$ cat src/design/fcsm_pkg.sv
/*
 fcsm_pkg: constants and types shared by both ends of the cyclic slot map link.
 assumes both ends run on one 10 MHz clock, sys_clk.
*/
// Operation
// full-function or profile mode, chosen by local setting
// profile mode offers only flow input and totalizer
// identity depends on variant, profile shares one
// fixed slot positions, master configures in order
// slots 1-3 analog inputs, default flow/volume/temperature
// slots 4-5 three totalizer variants, mass default
// slots 6-9 display, control, pressure, analyzer
// filler module fills gaps, carries no data
// new configuration applies only after device reset
// channel setting reassigns measured variable per block
// non-volatile change written, endurance one million
// master avoids continuous non-volatile writes
// master configures only modules it uses
// input modules give float then status byte
// control byte: 0 totalize, 1 clear, 2 preset
// mismatched configuration refused, no exchange until valid
package fcsm_pkg;
    localparam int NSLOT = 9;
    typedef enum logic [3:0] {
        FCSM_EMPTY, FCSM_ANALOG_INPUT, FCSM_TOT, FCSM_TOT_CTL, FCSM_TOT_CTL_CFG,
        FCSM_DISPLAY, FCSM_CONTROL, FCSM_PRESSURE, FCSM_ANALYZER
    } fcsm_type_e;
    // channel identifiers of the measured variables
    localparam logic [8:0] CH_OFF = 9'h000;
    localparam logic [8:0] CH_MASS = 9'h115;
    localparam logic [8:0] CH_CORR_VOL = 9'h18E;
    localparam logic [8:0] CH_TEMP = 9'h11D;
    localparam logic [7:0] ST_GOOD = 8'h80;
    localparam logic [7:0] TC_TOTALIZE = 8'h00;
    localparam logic [7:0] TC_CLEAR = 8'h01;
    localparam logic [7:0] TC_PRESET = 8'h02;
    localparam logic [7:0] TM_STOP = 8'h03;
    localparam int NV_LIMIT = 1000000;
    localparam logic [19:0] NV_LIMIT_CNT = 20'(NV_LIMIT);
    // identity codes: values are arbitrary
    localparam logic [15:0] ID_FULL_A = 16'hA001;
    localparam logic [15:0] ID_FULL_B = 16'hA002;
    localparam logic [15:0] ID_PROFILE = 16'hA0F0;
    // register byte offsets of the controller
    localparam logic [4:0] REG_CTRL = 5'h00;
    localparam logic [4:0] REG_CFG_LO = 5'h04;
    localparam logic [4:0] REG_CFG_HI = 5'h08;
    localparam logic [4:0] REG_STATUS = 5'h0C;
    localparam logic [4:0] REG_RDATA = 5'h10;
    localparam logic [4:0] REG_RSTAT = 5'h14;
    // field positions
    localparam int CTRL_SEND = 0;
    localparam int CTRL_XFER = 1;
    localparam int CTRL_SLOT = 4;
    localparam int CTRL_TCTL = 8;
    localparam int CTRL_TCFG = 16;
    localparam int HI_COUNT = 4;
    localparam int ST_BUSY = 0;
    localparam int ST_ACK = 1;
    localparam int ST_NAK = 2;
    localparam int ST_XERR = 3;
    localparam int ST_XDONE = 4;
    localparam int ST_IDENT = 16;
endpackage

$ cat src/design/fcsm_if.sv
/*
 fcsm_if: link between the slot map device and its master controller.
 assumes both ends share sys_clk; no clocking block.
*/
`timescale 1ns/100ps
interface fcsm_if;
    logic cfg_valid;
    logic [3:0] cfg_type;
    logic cfg_last;
    logic cfg_ready;
    logic cfg_ack;
    logic cfg_nak;
    logic [15:0] ident;
    logic xfer_valid;
    logic [3:0] xfer_slot;
    logic [7:0] xfer_ctl;
    logic [7:0] xfer_cfg;
    logic rsp_valid;
    logic rsp_err;
    logic [39:0] rsp_data;
    modport dev (input cfg_valid, cfg_type, cfg_last, xfer_valid, xfer_slot, xfer_ctl, xfer_cfg,
                 output cfg_ready, cfg_ack, cfg_nak, ident, rsp_valid, rsp_err, rsp_data);
    modport ctl (output cfg_valid, cfg_type, cfg_last, xfer_valid, xfer_slot, xfer_ctl, xfer_cfg,
                 input cfg_ready, cfg_ack, cfg_nak, ident, rsp_valid, rsp_err, rsp_data);
endinterface

$ cat src/design/fcsm_device.sv
/*
 fcsm_device: slave end; checks the module layout, applies it on restart,
 answers cyclic exchanges and drives totalizer controls.
 assumes link signals come from logic on sys_clk; local pins are asynchronous.
*/
// The address map and the Avalon-MM interface to the registers are this design's own decisions.
`timescale 1ns/100ps
module fcsm_device (
    input wire logic sys_clk,
    input wire logic rstn,
    fcsm_if.dev link,
    input wire logic full_function_mode,
    input wire logic variant_b,
    input wire logic restart,
    input wire logic [31:0] mass_flow,
    input wire logic [31:0] corr_vol_flow,
    input wire logic [31:0] temperature,
    input wire logic [31:0] pressure,
    input wire logic [31:0] analyzer_a,
    input wire logic [31:0] tot_mass,
    input wire logic [31:0] tot_corr_vol,
    input wire logic [2:0][8:0] chan_analog_input,
    input wire logic [1:0][8:0] chan_tot,
    output logic [1:0] tot_clear,
    output logic [1:0] tot_preset,
    output logic [1:0] tot_hold,
    output logic [1:0][7:0] totalizer_config_byte,
    output logic nv_write,
    output logic nv_worn,
    output logic cfg_active
);
    typedef struct packed {
        logic mode_s1;
        logic mode_s2;
        logic var_s1;
        logic var_s2;
        logic rst_s1;
        logic rst_s2;
        logic rst_d;
        logic [3:0] idx;
        logic bad;
        logic [fcsm_pkg::NSLOT-1:0][3:0] pend;
        logic [fcsm_pkg::NSLOT-1:0][3:0] act;
        logic pend_ok;
        logic act_ok;
        logic act_full;
        logic cfg_ready;
        logic cfg_ack;
        logic cfg_nak;
        logic [15:0] ident;
        logic rsp_valid;
        logic rsp_err;
        logic [39:0] rsp_data;
        logic [1:0] tot_clear;
        logic [1:0] tot_preset;
        logic [1:0][7:0] tot_cfg;
        logic [1:0] tot_hold;
        logic nv_write;
        logic [19:0] nv_count;
        logic nv_worn;
    } fcsm_dev_s;

    fcsm_dev_s r;
    fcsm_dev_s next_r;

    // slot is 1-based; filler is legal anywhere
    function automatic logic fcsm_legal(input logic full, input logic [3:0] slot, input logic [3:0] t);
        fcsm_legal = 1'b0;
        if (t == fcsm_pkg::FCSM_EMPTY) begin
            fcsm_legal = 1'b1;
        end else if (!full) begin

            fcsm_legal = (slot == 4'h1 && t == fcsm_pkg::FCSM_ANALOG_INPUT)
                || (slot == 4'h2 && t == fcsm_pkg::FCSM_TOT);
        end else begin
            case (slot)
                4'h1, 4'h2, 4'h3: fcsm_legal = (t == fcsm_pkg::FCSM_ANALOG_INPUT);
                4'h4, 4'h5: fcsm_legal = (t == fcsm_pkg::FCSM_TOT) || (t == fcsm_pkg::FCSM_TOT_CTL)
                    || (t == fcsm_pkg::FCSM_TOT_CTL_CFG);
                4'h6: fcsm_legal = (t == fcsm_pkg::FCSM_DISPLAY);
                4'h7: fcsm_legal = (t == fcsm_pkg::FCSM_CONTROL);
                4'h8: fcsm_legal = (t == fcsm_pkg::FCSM_PRESSURE);
                4'h9: fcsm_legal = (t == fcsm_pkg::FCSM_ANALYZER);
                default: fcsm_legal = 1'b0;
            endcase
        end
    endfunction


    function automatic logic [31:0] fcsm_pick(input logic [8:0] ch, input logic [31:0] m, input logic [31:0] v,
                                             input logic [31:0] t);
        case (ch)
            fcsm_pkg::CH_MASS: fcsm_pick = m;
            fcsm_pkg::CH_CORR_VOL: fcsm_pick = v;
            fcsm_pkg::CH_TEMP: fcsm_pick = t;
            default: fcsm_pick = 32'h00000000;
        endcase
    endfunction

    always_comb begin
        logic [3:0] t;
        logic [3:0] s;
        logic [31:0] val;
        next_r = r;
        t = 4'h0;
        s = 4'h0;
        val = 32'h00000000;
        next_r.mode_s1 = full_function_mode;
        next_r.mode_s2 = r.mode_s1;
        next_r.var_s1 = variant_b;
        next_r.var_s2 = r.var_s1;
        next_r.rst_s1 = restart;
        next_r.rst_s2 = r.rst_s1;
        next_r.rst_d = r.rst_s2;
        next_r.cfg_ack = 1'b0;
        next_r.cfg_nak = 1'b0;
        next_r.rsp_valid = 1'b0;
        next_r.rsp_err = 1'b0;
        next_r.tot_clear = 2'b00;
        next_r.tot_preset = 2'b00;
        next_r.nv_write = 1'b0;
        next_r.cfg_ready = 1'b1;
        // see R1
        if (!r.mode_s2) begin
            next_r.ident = fcsm_pkg::ID_PROFILE;
        end else if (r.var_s2) begin
            next_r.ident = fcsm_pkg::ID_FULL_B;
        end else begin
            next_r.ident = fcsm_pkg::ID_FULL_A;
        end

        // layout stream: one type per slot, slot 1 first
        if (link.cfg_valid && r.cfg_ready) begin
            s = r.idx + 4'h1;
            if (32'(s) > fcsm_pkg::NSLOT || !fcsm_legal(r.mode_s2, s, link.cfg_type)) begin
                next_r.bad = 1'b1;
            end else begin
                next_r.pend[r.idx] = link.cfg_type;
            end
            next_r.idx = s;
            if (link.cfg_last) begin
                if (r.bad || 32'(s) > fcsm_pkg::NSLOT || !fcsm_legal(r.mode_s2, s, link.cfg_type)) begin
                    next_r.cfg_nak = 1'b1;
                    next_r.pend_ok = 1'b0;
                end else begin
                    next_r.cfg_ack = 1'b1;
                    next_r.pend_ok = 1'b1;
                    for (int i = 0; i < fcsm_pkg::NSLOT; i++) begin
                        if (i >= 32'(s)) begin
                            next_r.pend[i] = fcsm_pkg::FCSM_EMPTY;
                        end
                    end
                end
                next_r.idx = 4'h0;
                next_r.bad = 1'b0;
            end
        end

        // loaded layout takes effect only on a restart edge
        if (r.rst_s2 && !r.rst_d) begin
            next_r.act = r.pend;
            next_r.act_ok = r.pend_ok;
            next_r.act_full = r.mode_s2;
        end

        if (link.xfer_valid) begin
            next_r.rsp_valid = 1'b1;
            s = link.xfer_slot;
            t = (s >= 4'h1 && 32'(s) <= fcsm_pkg::NSLOT) ? r.act[s - 4'h1] : 4'h0;
            if (!r.act_ok || t == fcsm_pkg::FCSM_EMPTY) begin
                next_r.rsp_err = 1'b1; // see R16
                next_r.rsp_data = 40'h0000000000;
            end else begin
                case (t)
                    fcsm_pkg::FCSM_ANALOG_INPUT: begin
                        if (!r.act_full) begin
                            val = mass_flow;
                        end else begin
                            val = fcsm_pick(chan_analog_input[s - 4'h1], mass_flow, corr_vol_flow, temperature);
                        end
                    end
                    fcsm_pkg::FCSM_TOT, fcsm_pkg::FCSM_TOT_CTL, fcsm_pkg::FCSM_TOT_CTL_CFG: begin
                        if (!r.act_full) begin
                            val = tot_mass;
                        end else begin
                            // slot 4 is block 1 (index 0), slot 5 is block 2 (index 1)
                            val = fcsm_pick(chan_tot[s[0]], tot_mass, tot_corr_vol, 32'h00000000);
                        end
                    end
                    fcsm_pkg::FCSM_PRESSURE: val = pressure;
                    fcsm_pkg::FCSM_ANALYZER: val = analyzer_a;
                    default: val = 32'h00000000;
                endcase
                next_r.rsp_data = {val, fcsm_pkg::ST_GOOD};
                if (t == fcsm_pkg::FCSM_TOT_CTL || t == fcsm_pkg::FCSM_TOT_CTL_CFG) begin
                    // one-shot commands; totalizing resumes by itself
                    if (link.xfer_ctl == fcsm_pkg::TC_CLEAR) begin
                        next_r.tot_clear[s[0]] = 1'b1;
                    end else if (link.xfer_ctl == fcsm_pkg::TC_PRESET) begin
                        next_r.tot_preset[s[0]] = 1'b1;
                    end
                end
                if (t == fcsm_pkg::FCSM_TOT_CTL_CFG && link.xfer_cfg != r.tot_cfg[s[0]]) begin
                    // only real changes reach the store, sparing its write life
                    next_r.tot_cfg[s[0]] = link.xfer_cfg;
                    next_r.nv_write = 1'b1;
                    if (r.nv_count != fcsm_pkg::NV_LIMIT_CNT) begin
                        next_r.nv_count = r.nv_count + 20'h00001;
                    end
                end
            end
        end
        next_r.nv_worn = (r.nv_count == fcsm_pkg::NV_LIMIT_CNT);
        next_r.tot_hold[0] = (next_r.tot_cfg[0] == fcsm_pkg::TM_STOP);
        next_r.tot_hold[1] = (next_r.tot_cfg[1] == fcsm_pkg::TM_STOP);
    end

    always_ff @(posedge sys_clk or negedge rstn) begin
        if (!rstn) begin
            r <= '0;
        end else begin
            r <= next_r;
        end
    end

    assign link.cfg_ready = r.cfg_ready;
    assign link.cfg_ack = r.cfg_ack;
    assign link.cfg_nak = r.cfg_nak;
    assign link.ident = r.ident;
    assign link.rsp_valid = r.rsp_valid;
    assign link.rsp_err = r.rsp_err;
    assign link.rsp_data = r.rsp_data;
    assign tot_clear = r.tot_clear;
    assign tot_preset = r.tot_preset;
    assign tot_hold = r.tot_hold;
    assign totalizer_config_byte = r.tot_cfg;
    assign nv_write = r.nv_write;
    assign nv_worn = r.nv_worn;
    assign cfg_active = r.act_ok;
endmodule

$ cat src/flat_wrapper.sv
// flat-port wrapper written by rule: the top's interface ports become plain ports
module fcsm_device_flat 
  (sys_clk, rstn, full_function_mode, variant_b, restart, mass_flow, corr_vol_flow, temperature, pressure, analyzer_a, tot_mass, tot_corr_vol, chan_analog_input, chan_tot, tot_clear, tot_preset, tot_hold, totalizer_config_byte, nv_write, nv_worn, cfg_active, link_cfg_valid, link_cfg_type, link_cfg_last, link_xfer_valid, link_xfer_slot, link_xfer_ctl, link_xfer_cfg, link_cfg_ready, link_cfg_ack, link_cfg_nak, link_ident, link_rsp_valid, link_rsp_err, link_rsp_data);
  fcsm_if link_i ();
  input wire logic sys_clk;
  input wire logic rstn;
  input wire logic full_function_mode;
  input wire logic variant_b;
  input wire logic restart;
  input wire logic [31:0] mass_flow;
  input wire logic [31:0] corr_vol_flow;
  input wire logic [31:0] temperature;
  input wire logic [31:0] pressure;
  input wire logic [31:0] analyzer_a;
  input wire logic [31:0] tot_mass;
  input wire logic [31:0] tot_corr_vol;
  input wire logic [2:0][8:0] chan_analog_input;
  input wire logic [1:0][8:0] chan_tot;
  output logic [1:0] tot_clear;
  output logic [1:0] tot_preset;
  output logic [1:0] tot_hold;
  output logic [1:0][7:0] totalizer_config_byte;
  output logic nv_write;
  output logic nv_worn;
  output logic cfg_active;
  input wire logic [$bits(link_i.cfg_valid)-1:0] link_cfg_valid;
  input wire logic [$bits(link_i.cfg_type)-1:0] link_cfg_type;
  input wire logic [$bits(link_i.cfg_last)-1:0] link_cfg_last;
  input wire logic [$bits(link_i.xfer_valid)-1:0] link_xfer_valid;
  input wire logic [$bits(link_i.xfer_slot)-1:0] link_xfer_slot;
  input wire logic [$bits(link_i.xfer_ctl)-1:0] link_xfer_ctl;
  input wire logic [$bits(link_i.xfer_cfg)-1:0] link_xfer_cfg;
  output wire logic [$bits(link_i.cfg_ready)-1:0] link_cfg_ready;
  output wire logic [$bits(link_i.cfg_ack)-1:0] link_cfg_ack;
  output wire logic [$bits(link_i.cfg_nak)-1:0] link_cfg_nak;
  output wire logic [$bits(link_i.ident)-1:0] link_ident;
  output wire logic [$bits(link_i.rsp_valid)-1:0] link_rsp_valid;
  output wire logic [$bits(link_i.rsp_err)-1:0] link_rsp_err;
  output wire logic [$bits(link_i.rsp_data)-1:0] link_rsp_data;
  assign link_i.cfg_valid = link_cfg_valid;
  assign link_i.cfg_type = link_cfg_type;
  assign link_i.cfg_last = link_cfg_last;
  assign link_i.xfer_valid = link_xfer_valid;
  assign link_i.xfer_slot = link_xfer_slot;
  assign link_i.xfer_ctl = link_xfer_ctl;
  assign link_i.xfer_cfg = link_xfer_cfg;
  assign link_cfg_ready = link_i.cfg_ready;
  assign link_cfg_ack = link_i.cfg_ack;
  assign link_cfg_nak = link_i.cfg_nak;
  assign link_ident = link_i.ident;
  assign link_rsp_valid = link_i.rsp_valid;
  assign link_rsp_err = link_i.rsp_err;
  assign link_rsp_data = link_i.rsp_data;
  fcsm_device u_core (.sys_clk(sys_clk), .rstn(rstn), .link(link_i), .full_function_mode(full_function_mode), .variant_b(variant_b), .restart(restart), .mass_flow(mass_flow), .corr_vol_flow(corr_vol_flow), .temperature(temperature), .pressure(pressure), .analyzer_a(analyzer_a), .tot_mass(tot_mass), .tot_corr_vol(tot_corr_vol), .chan_analog_input(chan_analog_input), .chan_tot(chan_tot), .tot_clear(tot_clear), .tot_preset(tot_preset), .tot_hold(tot_hold), .totalizer_config_byte(totalizer_config_byte), .nv_write(nv_write), .nv_worn(nv_worn), .cfg_active(cfg_active));
endmodule
$ cat config.mk
export PLATFORM = sky130hd
export DESIGN_NAME = fcsm_device_flat
export DESIGN_NICKNAME = d
export VERILOG_FILES = /design/src/design/fcsm_pkg.sv /design/src/design/fcsm_if.sv /design/src/design/fcsm_device.sv /design/src/flat_wrapper.sv
export SDC_FILE = /design/constraint.sdc
export NUM_CORES = 1
export LEC_CHECK = 0
export BUFFER_PORTS_ARGS = -buffer_cell sky130_fd_sc_hd__buf_2
export CORE_MARGIN = 4
export CORE_UTILIZATION = 25
export DETAILED_ROUTE_END_ITERATION = 8
export PLACE_DENSITY_LB_ADDON = 0.1
export SLEW_MARGIN = 20
export SYNTH_ARGS = -nofsm -noshare
export SYNTH_HDL_FRONTEND = slang
export SYNTH_SLANG_ARGS = --single-unit
$ cat constraint.sdc
create_clock -name sys_clk -period 6.45 [get_ports sys_clk]
set_clock_uncertainty 0.05 [all_clocks]
set_input_delay 0.3225 -clock sys_clk [delete_from_list [all_inputs] [get_ports sys_clk]]
set_output_delay 0.3225 -clock sys_clk [all_outputs]
set_load 0.01 [all_outputs]
==> results of run 1 <==
[power groups by stage]
stage,clock network [mW],logic (mW),registers [mW]
6_report,1.09,0.736,1.30
5_1_grt,1.18,0.813,1.31
4_1_cts,1.14,0.746,1.30
2_1_floorplan,0,0.507,1.27
3_3_place_gp,0,0.734,1.32
3_5_place_dp,0,0.741,1.32
[stage by stage]
stage / std cells / setup slack, ns / util / hold slack, ns / power (mW)
5_1_grt: 1848 / 1.49 / 0.316 / 0.0897 / 3.31
3_5_place_dp: 1802 / 1.41 / 0.300 / 0.286 / 2.06
2_1_floorplan: 1029 / 3.26 / - / -0.0231 / 1.78
3_3_place_gp: 1801 / 1.65 / 0.299 / 0.286 / 2.06
4_1_cts: 1838 / 1.87 / 0.316 / 0.0821 / 3.18
6_report: 1850 / 1.90 / 0.317 / 0.108 / 3.12
[cells in the mapped netlist, types with 8 or more instances]
cell | n | share of area
o21ai_1 | 22 | 0.010
o22ai_1 | 8 | 0.0048
a21o_1 | 9 | 0.0064
o221a_1 | 12 | 0.013
mux2_2 | 54 | 0.058
a22oi_1 | 80 | 0.057
mux2_4 | 8 | 0.011
nand4_1 | 10 | 0.0059
o21ai_0 | 14 | 0.0067
nand3_1 | 26 | 0.012
a21oi_1 | 14 | 0.0067
nor3_1 | 12 | 0.0057
mux2i_1 | 15 | 0.014
xor2_1 | 13 | 0.011
buf_2 | 22 | 0.010
nor2_1 | 45 | 0.016
nand2_1 | 42 | 0.015
a221o_1 | 20 | 0.019
nor2b_1 | 28 | 0.017
nand2b_1 | 9 | 0.0054
xnor2_1 | 20 | 0.017
inv_1 | 18 | 0.0064
nor4_1 | 9 | 0.0054
ha_1 | 10 | 0.012
and2_1 | 10 | 0.0059
o211ai_1 | 15 | 0.011
clkbuf_1 | 31 | 0.011
a22o_1 | 76 | 0.063
and3_1 | 9 | 0.0054
dfrtp_1 | 172 | 0.41
buf_4 | 81 | 0.058
[cell usage in the layout, fill, tap and decap left out, types with 13 or more instances in the layout]
| master | count |
|---|---|
| nand2_1 | 42 |
| mux2_2 | 54 |
| clkbuf_16 | 17 |
| conb_1 | 16 |
| inv_1 | 18 |
| nor2b_1 | 27 |
| xor2_1 | 13 |
| o21ai_0 | 14 |
| buf_2 | 370 |
| nand3_1 | 26 |
| o211ai_1 | 15 |
| a21oi_1 | 13 |
| dfrtp_1 | 172 |
| mux2i_1 | 15 |
| buf_4 | 13 |
| a22o_1 | 76 |
| a22oi_1 | 79 |
| a221o_1 | 20 |
| xnor2_1 | 20 |
| nor2_1 | 45 |
| o21ai_1 | 20 |
[per-layer routing]
layer	wire, microns	up-vias	global-route usage
met4	753	4	0.0539
met5	27	-	0
met3	2410	44	0.0428
li1	-	4299	-
met2	21300	266	0.309
met1	16800	4551	0.208
[worst paths after layout]
check                                      endpoint  cells past startpoint  slack, ns                from
setup / recovery           u_core.link.rsp_data[39]                     12       1.90   link_xfer_slot[0]
hold / removal                 u_core.tot_preset[0]                      2       0.11    link_xfer_ctl[1]
setup reg to reg                      u_core.r[176]                     10       2.90       u_core.r[181]
hold reg to reg                       u_core.r[188]                      0       0.30  u_core.next_r[188]
max in group asynchronous             u_core.r[118]                      3       4.88                rstn
min in group asynchronous       u_core.link.rsp_err                      2       0.46                rstn
[area by class of cell]
cell class	count	area (sq um)
clock inverters	13	154
fillers	4293	28200
inverters	18	67.6
well taps	532	666
repair buffers	390	2050
multi-input cells	694	5320
diodes	12	30.0
flip-flops and latches	172	4300
clock buffers	19	453
[sequential cells by signal, indices dropped and copies added (netlist names)]
register                      flops
u_core.cfg_active                 1
u_core.link.cfg_ack               1
u_core.link.cfg_nak               1
u_core.link.ident                 4
u_core.link.rsp_data             33
u_core.link.rsp_err               1
u_core.link.rsp_valid             1
u_core.next_r                     4
u_core.nv_worn                    1
u_core.nv_write                   1
u_core.r                        102
u_core.tot_clear                  2
u_core.tot_hold                   2
u_core.tot_preset                 2
u_core.totalizer_config_byte     16
[cells by family after synthesis]
| kind of cell | after synthesis | share of synthesized area |
|---|---|---|
| AO/OA/AOI/OAI | 299 | 0.224 |
| AND/OR/NAND/NOR | 254 | 0.140 |
| flip-flops | 172 | 0.409 |
| buffers and inverters | 163 | 0.0932 |
| multiplexers | 81 | 0.0920 |
| XOR/XNOR | 34 | 0.0290 |
| adder cells (fa/ha/maj) | 10 | 0.0119 |
| other | 2 | 0.000714 |
[critical path: cells and delay by family]
kind / cells / cell delay (ns)
and+or+nand+nor: 3 / 1.29
adders and majority gates: 1 / 1.05
buffers and inverters: 3 / 0.86
AOI/OAI and AO/OA: 5 / 1.31
==> results.tsv, run 1 <==
metric	value	unit
final instance area	13000	sq um
worst path arrival time	4.87	ns
final hold vios	0	
Worst path max stage delay	1.05	ns
CP max-delay cell	ha_1	
clock power share	0.349	
Max Slew Vio Count	0	
fin crit share	0.706	
Worst Path Required	6.77	ns
CP endpoint kind	flip-flop	
Syn Inst Count	1015	
Post-CTS Hold Fix Bufs	4	
Slew HR	0.365	
Worst-path clk slew	0.07	ns
drt pass-1 iters	7	
core area	41200	sq um
worst skew pair latency	0.44	ns
Max IR drop VDD	0.000183	V
starting DRC count in detailed routing	525	
EDFF count, synth	0	
Starting Density	0.255	
wire per inst	22.3	microns
vias per inst	4.95	
Gate power share	0.236	
Final GP Congestion	0.825	
crit-path cells	buf_2 -> buf_4 -> inv_1 -> ha_1 -> nor2b_1 -> o2bb2ai_1 -> nor4b_1 -> and2_1 -> o211a_1 -> a22oi_1 -> o211ai_1 -> o221a_1	
H-tree depth	4	
Worst Hold Class	in -> reg	
Placement Rows	74	
Bufs on Longest Clock Path	2	
Sinks on Clock Net	172	
share of layout cells above drive strength 1	0.393	
Die Width	213	microns
P per Cell Area	239	nW/um^2
Critical Path Start Type	primary input	
DR DRC count	0	
Max-Cap Viols	0	
Net Sw Frac	0.316	
Placed Area	12400	sq um
Post-Syn Area	10500	sq um
CP max FO	25	
fraction of registers with async set/reset	1.00	
number of post-CTS setup repair buffers	0	
Final Setup Violations	0	
Root Driver	clkbuf_16	
vias in the first global route	9347	
cell-internal power	2.14	mW
first-pass GRT wire length	59700	microns
critical path type	in -> reg	
Worst Max-Slew Pin Slew	0.953	ns
Lkg Pwr	6.26	nW
Die Y	213	microns
Die Area	45400	sq um
port bufs	371	
NetSw	986	uW
antenna violations before repair	17	
fmax	0.220	GHz
NumNets Final	1604	
Remaining Overflow, GRT	0	
pin count of the biggest net entering global routing	94	
drt total wl	41300	microns
register area share after synthesis	0.409	
#FFs+latches synth	172	
# IOs	387	
status	complete, no violations	
setup TNS	0	ns
RSZ-0062 raised after global routing	false	
via count	9164	
area grow syn2layout	23.9	%
Sequential Power Share	0.415	
Final Critical Period	4.55	ns
Detail Route Antenna Nets	0	
Post-CTS Resized	0	
Final HPWL DP	31900	microns
YS warnings	0	
Tot GR Track Use	0.174	
Mapped Avg Cell Area	10.4	sq um
Cell variety after synth	75	
ys flop type	dfrtp_1	
CTS tree	yes	
TritonCTS Buffers	17	
Power figures use the tool's default switching activity.
==> run 2, diff against run 1 <==
clock period = 4.6 ns   (was 6.45 ns; I/O delays follow)
==> run 2 against run 1 <==
Critical path depth is 2 lower. Sequential cell count stayed put. Largest power group unchanged. Design area up 0.59%. Total power grew 41%.
==> results.tsv, run 2 (synthesis results as in run 1) <==
metric	value	unit	change
vias per inst	4.97		+0.42%
vias in the first global route	9383		+0.39%
Post-CTS Resized	0		unchanged
most common cell after layout, fill and taps aside	buf_2		
area of the multi-input gates	5330	sq um	+0.14%
Die Y	213	microns	unchanged
Filler cells	4353		+1.4%
Final HPWL DP	33200	microns	+4.1%
Remaining Overflow, GRT	0		unchanged
CP max FO	20		-20%
Final GP Congestion	0.804		-2.5%
Die Area	45400	sq um	unchanged
Sinks on Clock Net	172		unchanged
core area	41200	sq um	unchanged
final hold vios	0		unchanged
starting DRC count in detailed routing	509		-3.0%
fmax	0.269	GHz	
drt pass-1 iters	5		-2
status	complete, no violations		
CP top delay family	compound AO/OA/AOI/OAI gates		
Critical Path Start Type	flip-flop		
Bufs on Longest Clock Path	2		unchanged
port bufs	371		unchanged
Die Width	213	microns	unchanged
Placement Rows	74		unchanged
Top reg by flops	u_core.r		
Fin Hold WS	0.0312	ns	-0.0765 ns
Largest register FFs	102		unchanged
Detail Route Antenna Nets	0		unchanged
dpl cells	1808		+0.33%
post-route insts no fill	1861		+0.59%
worst skew pair latency	0.44	ns	about the same
register area	4300	sq um	unchanged
wire per inst	22.9	microns	+2.7%
H-tree depth	4		unchanged
Core Util, Final	0.318		+0.00185
# IOs	387		unchanged
via count	9257		+1.0%
Final Critical Period	3.71	ns	
P per Cell Area	335	nW/um^2	+40%
first-pass GRT wire length	61100	microns	+2.4%
Max-Cap Viols	0		unchanged
pin count of the biggest net entering global routing	61		-35%
setup TNS	0	ns	unchanged
drt total wl	42700	microns	+3.3%
Worst Hold Class	in -> reg		
CP endpoint kind	flip-flop		
Final Setup Violations	0		unchanged
Worst Path Required	4.88	ns	-1.89 ns
Total Power	4.40	mW	+41%
Worst path max stage delay	0.74	ns	-0.31 ns
Slew HR	0.263		-0.101
RSZ-0062 raised after global routing	false		
TritonCTS Buffers	17		unchanged
area grow syn2layout	24.7	%	
Starting Density	0.255		unchanged
DR DRC count	0		unchanged
Lkg Pwr	6.29	nW	+0.59%
Max IR drop VDD	0.000262	V	+43%
Worst Max-Slew Pin Slew	1.10	ns	+0.152 ns
crit-path cells	ha_1 -> or3b_2 -> o31ai_1 -> and2_1 -> or3_1 -> a211oi_2 -> a22oi_2 -> buf_4 -> o31ai_1 -> a22o_1		
critical path type	reg -> reg		
commonest cells after routing, fill and taps aside	buf_2 (370), dfrtp_1 (172), a22oi_1 (79)		
share of layout cells above drive strength 1	0.395		+0.00187
Max Slew Vio Count	0		unchanged
antenna violations before repair	24		+7
Worst-path clk slew	0.07	ns	about the same
Root Driver	clkbuf_16		
worst path arrival time	3.99	ns	-0.88 ns
CP max-delay cell	a22oi_2		
Crit path top cell by count	o31ai_1		
NumNets Final	1613		+0.56%
worst path bufs/invs	1		-2
CTS tree	yes		
fin crit share	0.807		
Tot GR Track Use	0.180		+0.00564
## run 2: cell types whose count changed in the layout (fill, tap and decap cells not counted), sizes merged
cell / delta
clkinvlp: -1
buf: +6
dlygate4sd3: +3
inv: +1
clkbuf: -1
clkinv: +2
bufinv: -1
diode: +2
## run 2: metal layers
layer / routed length, microns / vias to the layer above / global-route usage
met4: 1030 / 12 / 0.0660
met3: 2570 / 68 / 0.0458
met1: 17800 / 4575 / 0.219
met5: 85 / - / 0
met2: 21200 / 278 / 0.308
li1: - / 4324 / -
## run 2: layout make-up
type | count | share of cell area
Clock buffer | 18 | 0.0335
Sequential cell | 172 | 0.328
Antenna cell | 14 | 0.00267
Clock inverter | 14 | 0.0134
Tap cell | 532 | 0.0507
Multi-Input combinational cell | 694 | 0.406
Inverter | 18 | 0.00515
Timing Repair Buffer | 399 | 0.160
## run 2: power by group
part	total, mW	switching (mW)	internal, mW
Sequential	1.82	0.146	1.68
Combinational	1.05	0.571	0.478
Clock	1.52	0.726	0.798
## run 2: per-stage QoR
step | area (sq um) | worst slack [ns]
2_1_floorplan | 10600 | 1.50
3_3_place_gp | 12400 | 0.856
3_5_place_dp | 12400 | 0.644
4_1_cts | 13100 | 0.881
5_1_grt | 13100 | 0.638
6_report | 13100 | 0.886
## run 2: what timing repair did
action / CTS / global route
endpoints found under the hold margin: 64 / 0
setup endpoints to repair: 0 / 0
hold buffers: 7 / 0
buffers inserted: 0 / 0
## run 2: final timing paths
check / from / endpoint / slack [ns] / cells after the start
max: u_core.r[181] / u_core.r[150] / 0.89 / 10
min: link_xfer_cfg[3] / u_core.totalizer_config_byte[3] / 0.03 / 2
max reg2reg: u_core.r[181] / u_core.r[150] / 0.89 / 10
min reg2reg: u_core.next_r[188] / u_core.r[188] / 0.30 / 0
max in group asynchronous: rstn / u_core.link.ident[0] / 3.10 / 3
min in group asynchronous: rstn / u_core.link.rsp_data[26] / 0.30 / 2
